`config.mk`:
```
export PLATFORM = sky130hd
export DESIGN_NAME = lhr_top
export DESIGN_NICKNAME = d
export VERILOG_FILES = /design/src/verilog/lhr_pkg.sv /design/src/verilog/lhr_top.sv /design/src/verilog/lhr_tick.sv /design/src/verilog/lhr_apb.sv
export VERILOG_INCLUDE_DIRS = /design/src /design/src/verilog
export SDC_FILE = /design/constraint.sdc
export NUM_CORES = 1
export LEC_CHECK = 0
export BUFFER_PORTS_ARGS = -buffer_cell sky130_fd_sc_hd__buf_2
export CAP_MARGIN = 20
export CORE_MARGIN = 4
export CORE_UTILIZATION = 50
export CTS_BUF_LIST = sky130_fd_sc_hd__clkbuf_4 sky130_fd_sc_hd__clkbuf_8 sky130_fd_sc_hd__clkbuf_16
export DETAILED_ROUTE_END_ITERATION = 16
export PLACE_DENSITY = 0.7
export SYNTH_ARGS = -nofsm -noshare
export SYNTH_HDL_FRONTEND = slang
export SYNTH_HIERARCHICAL = 1
export SYNTH_SLANG_ARGS = --single-unit
```
`constraint.sdc`:
```
create_clock -name mclk -period 8.5 [get_ports mclk]
set_input_delay 1.275 -clock mclk [delete_from_list [all_inputs] [get_ports mclk]]
set_output_delay 1.275 -clock mclk [all_outputs]
set_load 0.01 [all_outputs]
```
`src/verilog/lhr_map.svh`:
```
// lhr_map.svh: register offsets, field positions, reset values and timing
// for the link heartbeat relay failsafe; included by the lhr_top module only.
`ifndef LHR_MAP_SVH
`define LHR_MAP_SVH
// timing, each in its own unit
`define LHR_CLK_NS          10
`define LHR_MS_NS           1000000
`define LHR_SEC_MS          1000
`define LHR_SEC_PER_HOUR    3600
`define LHR_HB_DEF_HOUR     1
`define LHR_PERSIST_DEF_SEC 1
`define LHR_BTN_HOLD_SEC    5
// register byte offsets
`define LHR_OFF_CTRL        8'h00
`define LHR_OFF_HB          8'h04
`define LHR_OFF_MULT        8'h08
`define LHR_OFF_PERSIST     8'h0C
`define LHR_OFF_STATUS      8'h10
`define LHR_OFF_INT_STAT    8'h14
`define LHR_OFF_INT_CLR     8'h18
`define LHR_OFF_INT_EN      8'h1C
// control fields
`define LHR_CTRL_RDEF_EN    0
`define LHR_CTRL_RDEF_ST    1
`define LHR_CTRL_RSSI_EN    2
// status fields
`define LHR_STS_LOST        0
`define LHR_STS_DFLT        1
`define LHR_STS_CFG         2
`define LHR_STS_CHK         3
`define LHR_STS_PER_LSB     8
// reset values
`define LHR_MULT_RST        8'h01
// interrupt status bits
`define LHR_IRQ_CHK         0
`define LHR_IRQ_FAIL        1
`define LHR_IRQ_DFLT        2
`define LHR_IRQ_MIS         3
`define LHR_IRQ_CFG         4
`define LHR_IRQ_W           5
`endif

```
`src/verilog/lhr_pkg.sv`:
```
// lhr_pkg.sv: shared types of the link heartbeat relay failsafe
// assumes nothing of its surroundings
package lhr_pkg;

  // supervision states, one-hot
  typedef enum logic [2:0] {
    LHR_ST_LINKED = 3'b001,
    LHR_ST_CHECK  = 3'b010,
    LHR_ST_RETRY  = 3'b100
  } lhr_state_t;

  // apb slave state
  typedef struct packed {
    logic [31:0] rdata;
    logic        err;
  } lhr_apb_t;

endpackage : lhr_pkg

```
`src/verilog/lhr_top.sv`:
```
// lhr_top.sv: heartbeat supervision, relay failsafe, indicator timing
// and configuration button qualification behind an apb register file.
// assumes link events are one-cycle pulses synchronous to mclk.
//
// Added by the designer: register access over APB and the placing of the registers.
`timescale 1ns/1ps
`include "lhr_map.svh"
module lhr_top
  import lhr_pkg::*;
#(
  parameter int NREL      = 4,
  parameter int NLED      = 6,
  parameter int MS_CYCLES = `LHR_MS_NS / `LHR_CLK_NS
) (
  // clock and reset
  input  wire logic            mclk,
  input  wire logic            arst_n,
  // apb slave
  input  wire logic            psel,
  input  wire logic            penable,
  input  wire logic            pwrite,
  input  wire logic [7:0]      paddr,
  input  wire logic [31:0]     pwdata,
  output logic [31:0]          prdata,
  output logic                 pready,
  output logic                 pslverr,
  // radio link events
  input  wire logic            link_tx_ok,
  input  wire logic            link_rx_valid,
  input  wire logic [NREL-1:0] link_rx_inputs,
  // status check exchange
  output logic                 chk_req,
  input  wire logic            chk_done,
  input  wire logic            chk_ok,
  input  wire logic [NREL-1:0] chk_remote_inputs,
  // relay drive
  output logic [NREL-1:0]      relay_out,
  // signal strength indicators
  input  wire logic            rssi_valid,
  input  wire logic [2:0]      rssi_level,
  output logic [NLED-1:0]      rssi_led,
  // configuration connection
  input  wire logic            test_btn_n,
  input  wire logic            cfg_done,
  output logic                 cfg_open,
  // interrupt
  output logic                 irq
);

  ////////////////////////////////////////////////////////////////////////
  // constants and state

  localparam int IW      = `LHR_IRQ_W;
  localparam int HB_DEF  = `LHR_HB_DEF_HOUR * `LHR_SEC_PER_HOUR;
  localparam int PER_DEF = `LHR_PERSIST_DEF_SEC * `LHR_SEC_MS;
  localparam int BTN_MS  = `LHR_BTN_HOLD_SEC * `LHR_SEC_MS;

  typedef struct packed {
    lhr_state_t      st;
    logic [15:0]     hb_sec;
    logic [7:0]      mult;
    logic [15:0]     persist;
    logic            rdef_en;
    logic            rdef_st;
    logic            rssi_en;
    logic [9:0]      ms_cnt;
    logic [15:0]     sec_cnt;
    logic [7:0]      periods;
    logic            lost;
    logic            dflt;
    logic            chk_req;
    logic [NREL-1:0] relay;
    logic [15:0]     led_cnt;
    logic [2:0]      led_lvl;
    logic [12:0]     btn_cnt;
    logic            cfg_open;
    logic [IW-1:0]   stat;
    logic [IW-1:0]   en;
  } lhr_top_t;

  localparam lhr_top_t RST_S = '{
    st:      LHR_ST_LINKED,
    hb_sec:  16'(HB_DEF),
    mult:    `LHR_MULT_RST,
    persist: 16'(PER_DEF),
    rssi_en: 1'b1,
    default: '0
  };

  lhr_top_t        s;
  lhr_top_t        next_s;
  logic            ms_tick;
  logic            sec_tick;
  logic            hb_due;
  logic            succ;
  logic            wr_stb;
  logic            hit;
  logic [31:0]     rd_word;
  logic [IW-1:0]   ev;
  logic [IW-1:0]   clr;
  logic [NREL-1:0] want;

  ////////////////////////////////////////////////////////////////////////
  // millisecond enable and bus front end

  lhr_tick #(
    .DIV (MS_CYCLES)
  ) u_tick (
    .mclk   (mclk),
    .arst_n (arst_n),
    .tick   (ms_tick)
  );

  lhr_apb u_apb (
    .mclk    (mclk),
    .arst_n  (arst_n),
    .psel    (psel),
    .penable (penable),
    .pwrite  (pwrite),
    .prdata  (prdata),
    .pready  (pready),
    .pslverr (pslverr),
    .rd_word (rd_word),
    .hit     (hit),
    .wr_stb  (wr_stb)
  );

  ////////////////////////////////////////////////////////////////////////
  // read decode, no read side effects so a retried read is harmless

  always_comb begin
    rd_word = '0;
    hit = 1'b1;
    case (paddr)
      `LHR_OFF_CTRL: begin
        rd_word[`LHR_CTRL_RDEF_EN] = s.rdef_en;
        rd_word[`LHR_CTRL_RDEF_ST] = s.rdef_st;
        rd_word[`LHR_CTRL_RSSI_EN] = s.rssi_en;
      end
      `LHR_OFF_HB:       rd_word[15:0] = s.hb_sec;
      `LHR_OFF_MULT:     rd_word[7:0] = s.mult;
      `LHR_OFF_PERSIST:  rd_word[15:0] = s.persist;
      `LHR_OFF_STATUS: begin
        rd_word[`LHR_STS_LOST] = s.lost;
        rd_word[`LHR_STS_DFLT] = s.dflt;
        rd_word[`LHR_STS_CFG]  = s.cfg_open;
        rd_word[`LHR_STS_CHK]  = s.chk_req;
        rd_word[`LHR_STS_PER_LSB +: 8] = s.periods;
      end
      `LHR_OFF_INT_STAT: rd_word[IW-1:0] = s.stat;
      `LHR_OFF_INT_CLR:  rd_word = '0; // write-only
      `LHR_OFF_INT_EN:   rd_word[IW-1:0] = s.en;
      default:           hit = 1'b0;
    endcase
  end

  ////////////////////////////////////////////////////////////////////////
  // next-state logic

  always_comb begin
    next_s = s;
    ev = '0;
    clr = '0;
    // a completed good check is a successful exchange as well
    succ = link_tx_ok | link_rx_valid | (chk_done & chk_ok);
    sec_tick = ms_tick && (s.ms_cnt == 10'(`LHR_SEC_MS - 1));
    hb_due = sec_tick && ((s.sec_cnt + 16'h0001) >= s.hb_sec);

    // software writes
    if (wr_stb) begin
      case (paddr)
        `LHR_OFF_CTRL: begin
          next_s.rdef_en = pwdata[`LHR_CTRL_RDEF_EN];
          next_s.rdef_st = pwdata[`LHR_CTRL_RDEF_ST];
          next_s.rssi_en = pwdata[`LHR_CTRL_RSSI_EN];
        end
        `LHR_OFF_HB:      next_s.hb_sec = pwdata[15:0];
        `LHR_OFF_MULT:    next_s.mult = pwdata[7:0];
        `LHR_OFF_PERSIST: next_s.persist = pwdata[15:0];
        `LHR_OFF_INT_CLR: clr = pwdata[IW-1:0];
        `LHR_OFF_INT_EN:  next_s.en = pwdata[IW-1:0];
        default: ;
      endcase
    end

    // sub-second count, realigned on every good exchange
    if (ms_tick) begin
      next_s.ms_cnt = sec_tick ? '0 : s.ms_cnt + 10'h001;
    end

    // heartbeat timer and period count since the last success
    if (succ) begin
      next_s.ms_cnt = '0;
      next_s.sec_cnt = '0;
      next_s.periods = '0;
      next_s.lost = 1'b0;
      next_s.dflt = 1'b0;
    end else if (hb_due) begin
      next_s.sec_cnt = '0;
      // saturate so a long outage never wraps back under the multiple
      if (s.periods != 8'hFF) begin
        next_s.periods = s.periods + 8'h01;
      end
    end else if (sec_tick) begin
      next_s.sec_cnt = s.sec_cnt + 16'h0001;
    end

    // supervision sequence
    case (s.st)
      LHR_ST_LINKED: begin
        if (hb_due && !succ) begin
          next_s.st = LHR_ST_CHECK;
          next_s.chk_req = 1'b1;
          ev[`LHR_IRQ_CHK] = 1'b1;
        end
      end
      LHR_ST_CHECK: begin
        if (chk_done) begin
          next_s.chk_req = 1'b0;
          if (chk_ok) begin
            next_s.st = LHR_ST_LINKED;
          end else begin
            next_s.st = LHR_ST_RETRY;
            next_s.lost = 1'b1;
            ev[`LHR_IRQ_FAIL] = 1'b1;
          end
        end
      end
      LHR_ST_RETRY: begin
        // retry once a second until any exchange gets through
        if (succ) begin
          next_s.st = LHR_ST_LINKED;
        end else if (sec_tick) begin
          next_s.st = LHR_ST_CHECK;
          next_s.chk_req = 1'b1;
        end
      end
      default: begin
        next_s.st = LHR_ST_LINKED;
        next_s.chk_req = 1'b0;
      end
    endcase

    // failsafe default, only while enabled and the link is down
    if (!s.rdef_en) begin
      next_s.dflt = 1'b0;
    end else if (s.lost && !succ && (s.periods >= s.mult)) begin
      if (!s.dflt) ev[`LHR_IRQ_DFLT] = 1'b1;
      next_s.dflt = 1'b1;
    end

    // relay drive: default, fresh remote state, or hold
    want = ~chk_remote_inputs;
    if (next_s.dflt) begin
      next_s.relay = {NREL{next_s.rdef_st}};
    end else if (link_rx_valid) begin
      next_s.relay = ~link_rx_inputs;
    end else if (s.st == LHR_ST_CHECK && chk_done && chk_ok &&
                 s.relay != want) begin
      next_s.relay = want;
      ev[`LHR_IRQ_MIS] = 1'b1;
    end

    // indicator persistence in milliseconds
    if (rssi_valid && s.rssi_en) begin
      next_s.led_lvl = rssi_level;
      next_s.led_cnt = s.persist;
    end else if (ms_tick && s.led_cnt != '0) begin
      next_s.led_cnt = s.led_cnt - 16'h0001;
    end

    // button hold qualification, any release restarts the count
    if (test_btn_n) begin
      next_s.btn_cnt = '0;
    end else if (ms_tick && s.btn_cnt != 13'(BTN_MS)) begin
      next_s.btn_cnt = s.btn_cnt + 13'h0001;
    end
    if (!s.cfg_open && next_s.btn_cnt == 13'(BTN_MS) &&
        s.btn_cnt != 13'(BTN_MS)) begin
      next_s.cfg_open = 1'b1;
      ev[`LHR_IRQ_CFG] = 1'b1;
    end else if (cfg_done) begin
      next_s.cfg_open = 1'b0;
    end

    // sticky status: a new event beats a clear in the same cycle
    next_s.stat = (s.stat & ~clr) | ev;
  end

  ////////////////////////////////////////////////////////////////////////
  // state register

  always_ff @(posedge mclk or negedge arst_n) begin
    if (!arst_n) s <= RST_S;
    else s <= next_s;
  end

  ////////////////////////////////////////////////////////////////////////
  // outputs

  // bar graph: led i lit while rssi_en is set, the level exceeds i and time remains
  genvar gi;
  generate
    for (gi = 0; gi < NLED; gi++) begin : g_led
      assign rssi_led[gi] = s.rssi_en && (s.led_cnt != '0) &&
                            (s.led_lvl > 3'(gi));
    end
  endgenerate

  assign chk_req   = s.chk_req;
  assign relay_out = s.relay;
  assign cfg_open  = s.cfg_open;
  assign irq       = |(s.stat & s.en);
endmodule : lhr_top

```
`src/verilog/lhr_tick.sv`:
```
// lhr_tick.sv: free-running divider giving a one-cycle enable pulse
// assumes one clock domain and DIV of at least two
`timescale 1ns/1ps
module lhr_tick
  import lhr_pkg::*;
#(
  parameter int DIV = 100000
) (
  // clock and reset
  input  wire logic mclk,
  input  wire logic arst_n,
  // enable pulse
  output logic      tick
);
  localparam int W = $clog2(DIV);
  typedef struct packed {
    logic [W-1:0] cnt;
    logic         tick;
  } lhr_tick_t;
  lhr_tick_t s, next_s;

  // count down so the compare is against zero
  always_comb begin
    next_s = s;
    next_s.tick = (s.cnt == '0);
    next_s.cnt = (s.cnt == '0) ? W'(DIV - 1) : s.cnt - 1'b1;
  end

  always_ff @(posedge mclk or negedge arst_n) begin
    if (!arst_n) s <= '0;
    else s <= next_s;
  end

  assign tick = s.tick;
endmodule : lhr_tick

```
`src/verilog/lhr_apb.sv`:
```
// lhr_apb.sv: apb slave front end, one wait-free access phase
// assumes the register file decodes the address and returns rd_word
`timescale 1ns/1ps
module lhr_apb
  import lhr_pkg::*;
(
  // clock and reset
  input  wire logic        mclk,
  input  wire logic        arst_n,
  // apb slave
  input  wire logic        psel,
  input  wire logic        penable,
  input  wire logic        pwrite,
  output logic [31:0]      prdata,
  output logic             pready,
  output logic             pslverr,
  // register file side
  input  wire logic [31:0] rd_word,
  input  wire logic        hit,
  output logic             wr_stb
);
  lhr_apb_t s, next_s;

  // read data and error caught in setup so prdata comes from a flop
  always_comb begin
    next_s = s;
    if (psel && !penable) begin
      next_s.rdata = pwrite ? '0 : rd_word;
      next_s.err = !hit;
    end
  end

  always_ff @(posedge mclk or negedge arst_n) begin
    if (!arst_n) s <= '0;
    else s <= next_s;
  end

  // access phase always completes in its first cycle
  assign pready  = psel & penable;
  assign pslverr = pready & s.err;
  assign wr_stb  = pready & pwrite & hit;
  assign prdata  = s.rdata;
endmodule : lhr_apb

```
==> results.toml, run 1 <==
[synth]
synth_cell_type_count = 86
ys_ff_latch = 181
synth_flop_cell = "dfrtp_1"
syn_inst = 1034
synth-async-reset-ratio_pct = 100
syn-cell-area_mm2 = 0.0105
yosys_warnings = 6
synth_edf_count = 0
syn_area_per_cell_um2 = 10.1
yosysSeqAreaShare_pct = 43.4

[clock_tree]
cts_resized = 0
insertion_delay_ns = 0.44
holdBufCountCts = 0
cts_made_buffers = 17
cts_buffer_depth = 2
cts_tree = "done"
cts.sinks = 181
path_clk_slew_ns = 0.07
htree_num_levels = 4
cts-root-buf = "clkbuf_16"
post_cts_buffers = 0

[sta]
finalSetupViolCount = 0
fin_setup_tns_ns = 0
worst_slack_ns = 4.30
slew_headroom_pct = 37.9
fin_crit_ns = 4.20
fin_crit_sh_pct = 49.5
slew_violations = 0
finalHoldViolCount = 0
max_freq_ghz = 0.238
worst_pin_slew_ns = 0.916
finClkSkew_ns = 0.0131
rsz0062_at_grt = "no"

[power]
ir_drop_uv = 129
power_leakage_nw = 5.23
p_per_area_mw_per_mm2 = 155

[placed_design]
place_ws_ns = 4.34
dp_hpwl_mm = 16.3
place_congestion = 0.854
port_buffers = 93

[worst_setup_path]
required_ns = 8.82
cp_num_buf_inv = 0
endpoint_kind = "register"
cp_common_cell = "nand3_1"
r2r_slack_ns = 4.30
worstRegToRegCells = 12
worstSetupStartpointType = "register"
crit_cells = 12
reg2reg_from = "s[58]"
cpPeakStageDelay_ns = 0.54
critPathTopFamily = "simple AND/OR/NAND/NOR gates"
cp-endpoint = "s[53]"
slowest_stage = "or4_1"
worstPathCellList = "nand3_1 > nor3_2 > nand3_1 > or2_2 > xnor2_1 > ha_1 > nand4_1 > or4_1 > o32a_1 > a211oi_4 > a21oi_1 > a31o_2"
critPathMaxFanout = 10
r2r_end = "s[53]"
worstSetupPathType = "register to register"
cp-startpoint = "s[58]"
cp.arrival_ns = 4.53

[floorplanning]
initial_core_util_pct = 51.3
num_io_pins = 110
die_h_um = 153
die_width_um = 153
row_count = 52
design.die.area_mm2 = 0.0233
core_region_area_mm2 = 0.0204

[global_routing]
grt-ovfl-total = 0
grt_pass1_vias = 7444
track_usage_pct = 19.8
grt_first_pass_wirelength_mm = 38.0
grt_max_degree = 73
grt_antenna_before_repair = 0

[outcome]
status = "finished, final reports clean"

[layout]
antennaDiodeCount = 0
finalNetCount = 1185
area_growth_pct = 9.34
drive_gt1_share_pct = 23.0

[routing]
dr.pass1.iters = 5
dr.first_iter.drc_count = 480
drt_drc_violations_left = 0
vias = 7613
wirelength_mm = 23.1
ant_nets = 0
via_per_inst = 5.54
wire_per_inst_um = 16.8

[worst_hold_path]
holdCritStartpoint = "u_tick/s[1]"
hp-class = "register to register"

[job]
max-cap-violations = 0
[power breakdown]
| part | internal, mW | switching, mW | leakage (nW) | total (mW) |
|---|---|---|---|---|
| logic | 0.0448 | 0.0662 | 2.68 | 0.111 |
| registers | 0.874 | 0.00804 | 2.28 | 0.882 |
| clock network | 0.416 | 0.367 | 0.273 | 0.782 |
| total | 1.33 | 0.441 | 5.23 | 1.78 |
[per-layer routing]
layer | vias to the layer above | track usage [%] | wire [um]
met5 | - | 0 | 0
met3 | 29 | 4.03 | 959
met4 | 0 | 5.05 | 370
li1 | 3707 | - | -
met2 | 166 | 33.1 | 11200
met1 | 3711 | 26.5 | 10600
[cell type report]
cell class / instances / area [um2]
timing repair buffer: 97 / 502
fill: 1808 / 8980
tap: 270 / 338
clock buffer: 18 / 433
sequential: 181 / 4550
multi-input combinational: 750 / 5320
inverter: 43 / 161
clock inverter: 14 / 148
[metrics by stage]
stage | instance area (um2) | total power, mW | instances | hold WS [ns] | util (%)
6_report | 11400 | 1.78 | 1373 | 0.492 | 56.0
3_5_place_dp | 10900 | 1.01 | 1341 | 0.480 | 53.2
2_1_floorplan | 10500 | 0.975 | 1049 | 0.451 | -
5_1_grt | 11400 | 1.84 | 1373 | 0.529 | 56.0
4_1_cts | 11400 | 1.79 | 1373 | 0.498 | 56.0
3_3_place_gp | 10900 | 1.01 | 1341 | 0.481 | 53.2
[synthesized netlist by cell type (all sizes together) (10+ instances only)]
cell type	number	share of area [%]
a21oi	42	2.0
xor2	24	2.0
or3	11	0.66
inv	43	1.5
and3	10	0.63
ha	32	3.8
nor3	38	2.2
buf	54	4.0
xnor2	37	3.1
o21ai	49	2.3
dfstp	13	3.3
and2b	10	0.72
mux2	77	9.3
nand4	17	1.0
clkbuf	21	0.76
dfrtp	168	40
nor2	82	3.0
mux2i	20	1.9
nand2	94	3.4
a211oi	11	1.0
nor2b	33	2.0
nand3	21	1.1
[cell families after synthesis]
kind of cell / synth area share [%]
compound gates: 10.1
xor+xnor: 5.10
fa+ha+maj: 3.82
buf+inv: 6.30
flops: 43.4
mux: 11.7
other cells: 0.0358
simple gates: 19.6
[registers in the layout, indices dropped and copies added (netlist names)]
name,flops
s,124
u_apb/prdata,32
u_tick/s,17
relay_out,4
cfg_open,1
chk_req,1
u_apb/s,1
u_tick/tick,1
[cells in the final DEF, fill, tap and decap left out, types with 37 or more instances in the layout]
master,Yosys,layout
dfrtp_1,168,168
o21ai_0,49,49
inv_1,42,42
buf_2,10,92
nand2_1,92,92
mux2_2,48,48
a21oi_1,41,41
nor2_1,81,81
xnor2_1,37,37
[how the worst min path moves through the flow]
| stage | end | slack, ns | cells after the start |
|---|---|---|---|
| 2_1_floorplan | u_tick/s[1] | 0.45 | 1 |
| 3_3_place_gp | u_tick/s[1] | 0.48 | 1 |
| 3_5_place_dp | u_tick/s[16] | 0.48 | 1 |
| 4_1_cts | u_tick/s[1] | 0.50 | 1 |
| 5_1_grt | s[129] | 0.53 | 1 |
| 6_report | u_tick/s[1] | 0.49 | 1 |
Power figures use the tool's default switching activity.
==> run 2, diff against run 1 <==
Clock period 8.5 ns to 4.3 ns, I/O delays scaled along.
==> results.toml, run 2 (synthesis gave the netlist of run 1 again) <==
[sta]
max_freq_ghz = 0.255
fin_crit_ns = 3.92
worst_pin_slew_ns = 0.974
slew_violations = 0
slew_headroom_pct = 34.1
fin_crit_sh_pct = 91.2
fin_setup_tns_ns = 0
finClkSkew_ns = 0.0135
finalHoldViolCount = 0
rsz0062_at_grt = "no"
finalSetupViolCount = 0
worst_slack_ns = 0.376
whs_ns = 0.211

[routing]
dr.first_iter.drc_count = 437
drt_drc_violations_left = 0
wl_met3_um = 846
top_layer = "met4"
wire_per_inst_um = 16.8
vias = 7666
ant_nets = 0
wl_met1_mm = 10.5
wl_met2_mm = 11.4
via_per_inst = 5.55
wirelength_mm = 23.1
dr.pass1.iters = 5

[outcome]
status = "finished, final reports clean"

[worst_setup_path]
worstPathCellList = "nand3_1 > nor3_2 > nand3_1 > or2_2 > xnor2_1 > ha_1 > nand4_1 > or4_1 > o32a_1 > a211oi_4 > a21oi_1 > a31o_2"
cpPeakStageDelay_ns = 0.53
cp.arrival_ns = 4.24
required_ns = 4.62
slowest_stage = "or4_1"
worstSetupStartpointType = "register"
critPathMaxFanout = 10
r2r_slack_ns = 0.38
worstSetupPathType = "register to register"
cp_common_cell = "nand3_1"
endpoint_kind = "register"

[layout]
largest_register_ffs = 124
antennaDiodeCount = 0
area_growth_pct = 10.4
regMostFlops = "s"
final_cell_mix = "168 x dfrtp_1, 92 x nand2_1, 92 x buf_2, 81 x nor2_1, 49 x o21ai_0"
finalNetCount = 1193
final_core_util_pct = 56.6
drive_gt1_share_pct = 23.6
layout_commonest_cell = "dfrtp_1"
n_fill_cell = 1789

[floorplanning]
initial_core_util_pct = 51.3
design.die.area_mm2 = 0.0233
num_io_pins = 110
core_region_area_mm2 = 0.0204
die_width_um = 153
die_h_um = 153
row_count = 52

[clock_tree]
cts-root-buf = "clkbuf_16"
cts_made_buffers = 17
cts.sinks = 181
cts_resized = 0
htree_num_levels = 4
post_cts_buffers = 0
insertion_delay_ns = 0.44
path_clk_slew_ns = 0.08
holdBufCountCts = 0
cts_buffer_depth = 2
cts_tree = "done"

[power]
ir_drop_uv = 270
power_leakage_nw = 5.31
p_per_area_mw_per_mm2 = 307

[global_routing]
grt_first_pass_wirelength_mm = 38.2
track_usage_pct = 19.8
grt_antenna_before_repair = 0
grt_pass1_vias = 7457
grt-ovfl-total = 0
grt_max_degree = 79

[worst_hold_path]
hp-class = "input port to asynchronous set/reset pin"

[placed_design]
place_ws_ns = 0.389
port_buffers = 93
dp_hpwl_mm = 16.6
place_congestion = 0.843

[job]
max-cap-violations = 0
run 2: cell type report:
type	count	area [um2]	share of cell area [%]
clock buffer	18	439	3.80
clock inverter	14	163	1.41
inverter	43	161	1.40
multi-input combinational	750	5320	46.0
sequential	181	4550	39.3
tap	270	338	2.92
timing repair buffer	105	594	5.14
run 2: metal layers:
layer | vias up | global-route usage [%]
met2 | 137 | 33.5
met3 | 30 | 3.66
li1 | 3722 | -
met1 | 3777 | 26.6
met4 | 0 | 4.54
met5 | - | 0
run 2: metrics by stage:
stage          instance area (um2)  power, mW  std cells
2_1_floorplan                10500       1.93       1049
3_3_place_gp                 10900       2.00       1348
3_5_place_dp                 10900       2.00       1348
4_1_cts                      11500       3.59       1380
5_1_grt                      11600       3.68       1381
6_report                     11600       3.55       1381
run 2: critical path, delay by kind of cell (launching register included):
family	cells	cell delay, ns
compound gates	4	1.18
flops	1	0.42
fa+ha+maj	1	0.29
simple gates	6	1.77
xor+xnor	1	0.13
run 2: final timing paths:
path	from	endpoint	depth (start not counted)
setup / recovery	s[58]	s[53]	12
hold / removal	arst_n	u_apb/prdata[24]	1
setup reg to reg	s[58]	s[53]	12
hold reg to reg	u_tick/s[1]	u_tick/s[1]	1
max in group asynchronous	arst_n	s[17]	2
min in group mclk	cfg_done	cfg_open	2
run 2: power breakdown:
group          total [mW]  internal (mW)  switching [mW]
Clock                1.58          0.843           0.738
Combinational       0.222         0.0909           0.131
Sequential           1.74           1.73          0.0158
Total                3.55           2.66           0.884
==> run 3, diff against run 2 <==
Settings changed: CORE_MARGIN 4 to 5.
Clock period 4.3 ns to 4.9 ns, I/O delays scaled along.
==> results.toml, run 3 (synthesis gave the netlist of run 1 again) <==
[layout]
area_growth_pct = 9.99
final_cell_mix = "168 x dfrtp_1, 92 x nand2_1, 92 x buf_2, 81 x nor2_1, 49 x o21ai_0"
largest_register_ffs = 124
drive_gt1_share_pct = 23.0
finalNetCount = 1185
antennaDiodeCount = 0
final_core_util_pct = 55.3
regMostFlops = "s"
layout_commonest_cell = "dfrtp_1"

[worst_setup_path]
cp_num_buf_inv = 0
slowest_stage = "or4_1"
cp_common_cell = "nand3_1"
cpPeakStageDelay_ns = 0.54
required_ns = 5.22
endpoint_kind = "register"
critPathTopFamily = "simple AND/OR/NAND/NOR gates"
cp.arrival_ns = 4.51
critPathMaxFanout = 10
r2r_slack_ns = 0.71
worstPathCellList = "nand3_1 > nor3_2 > nand3_1 > or2_2 > xnor2_1 > ha_1 > nand4_1 > or4_1 > o32a_1 > a211oi_4 > a21oi_1 > a31o_2"
worstSetupPathType = "register to register"
worstSetupStartpointType = "register"

[sta]
slew_violations = 0
finClkSkew_ns = 0.00938
rsz0062_at_grt = "no"
fin_crit_ns = 4.19
max_freq_ghz = 0.239
fin_setup_tns_ns = 0
finalSetupViolCount = 0
worst_pin_slew_ns = 0.950
slew_headroom_pct = 36.7
fin_crit_sh_pct = 85.5
finalHoldViolCount = 0

[job]
max-cap-violations = 0

[clock_tree]
path_clk_slew_ns = 0.07
cts_made_buffers = 17
insertion_delay_ns = 0.44
post_cts_buffers = 0
cts_resized = 0
cts_tree = "done"
cts-root-buf = "clkbuf_16"
holdBufCountCts = 0
htree_num_levels = 4
cts_buffer_depth = 2
cts.sinks = 181

[worst_hold_path]
hp-class = "input port to asynchronous set/reset pin"

[routing]
ant_nets = 0
vias = 7572
dr.first_iter.drc_count = 516
dr.pass1.iters = 5
wirelength_mm = 22.7
drt_drc_violations_left = 0
wire_per_inst_um = 16.5
via_per_inst = 5.50

[power]
power_leakage_nw = 5.28
p_per_area_mw_per_mm2 = 274
ir_drop_uv = 209

[floorplanning]
die_width_um = 155
design.die.area_mm2 = 0.0239
die_h_um = 155
num_io_pins = 110
core_region_area_mm2 = 0.0208
row_count = 53
initial_core_util_pct = 50.3

[outcome]
status = "finished, final reports clean"

[global_routing]
grt_max_degree = 103
grt_first_pass_wirelength_mm = 37.8
track_usage_pct = 19.3
grt_antenna_before_repair = 0
grt-ovfl-total = 0
grt_pass1_vias = 7497

[placed_design]
port_buffers = 93
place_congestion = 0.872
dp_hpwl_mm = 16.4
[run 3: cell count changes in the layout (fill, tap and decap cells not counted)]
cell | previous run | this run
clkinv_8 | 2 | 0
inv_8 | 3 | 2
clkinv_2 | 1 | 3
buf_4 | 10 | 2
clkinvlp_4 | 0 | 1
clkinv_4 | 4 | 1
bufinv_16 | 1 | 3
[run 3: stage by stage]
step,instances,hold slack (ns),cell area (um2),setup slack (ns),power (mW)
after floorplan,1049,0.439,10500,1.26,1.69
after global placement,1345,0.470,10900,0.829,1.75
after detailed placement,1345,0.478,10900,0.760,1.75
after CTS,1376,0.441,11500,0.720,3.19
after global routing,1377,0.473,11500,0.423,3.28
final,1377,0.386,11500,0.710,3.15
[run 3: path summary, 6_finish.rpt]
kind,from,to,cells after the start
worst min register to register,u_tick/s[1],u_tick/s[1],1
worst min-delay path,arst_n,u_apb/prdata[19],1
min in group mclk,cfg_done,cfg_open,2
worst max-delay path,s[60],s[53],12
max in group asynchronous,arst_n,s[120],2
worst max register to register,s[60],s[53],12
[run 3: routing by layer]
metal | GRT usage (%) | share of wire (%) | wire length (um) | up-vias
li1 | - | - | - | 3706
met1 | 25.2 | 44 | 10100 | 3653
met2 | 32.1 | 48 | 11000 | 167
met3 | 3.83 | 4.3 | 977 | 46
met4 | 7.28 | 3.0 | 684 | 0
met5 | 0 | 0 | 0 | -
[run 3: final cells by class]
class | instances | area, um2
clock buffer | 18 | 439
clock inverter | 13 | 170
fill | 1832 | 9310
inverter | 43 | 161
multi-input combinational | 750 | 5320
sequential | 181 | 4550
tap | 275 | 344
timing repair buffer | 97 | 534
[run 3: worst reg2reg max path, cell delays in order, from the launching register on]
cell	delay [ns]
dfrtp_1	0.41
nand3_1	0.24
nor3_2	0.48
nand3_1	0.25
or2_2	0.38
xnor2_1	0.15
ha_1	0.30
nand4_1	0.14
or4_1	0.54
o32a_1	0.47
a211oi_4	0.39
a21oi_1	0.11
a31o_2	0.22
[run 3: report_power, final]
| group | switching, mW | internal, mW |
|---|---|---|
| Combinational | 0.114 | 0.0783 |
| Clock | 0.609 | 0.823 |
| Sequential | 0.0140 | 1.52 |
| Total | 0.737 | 2.42 |
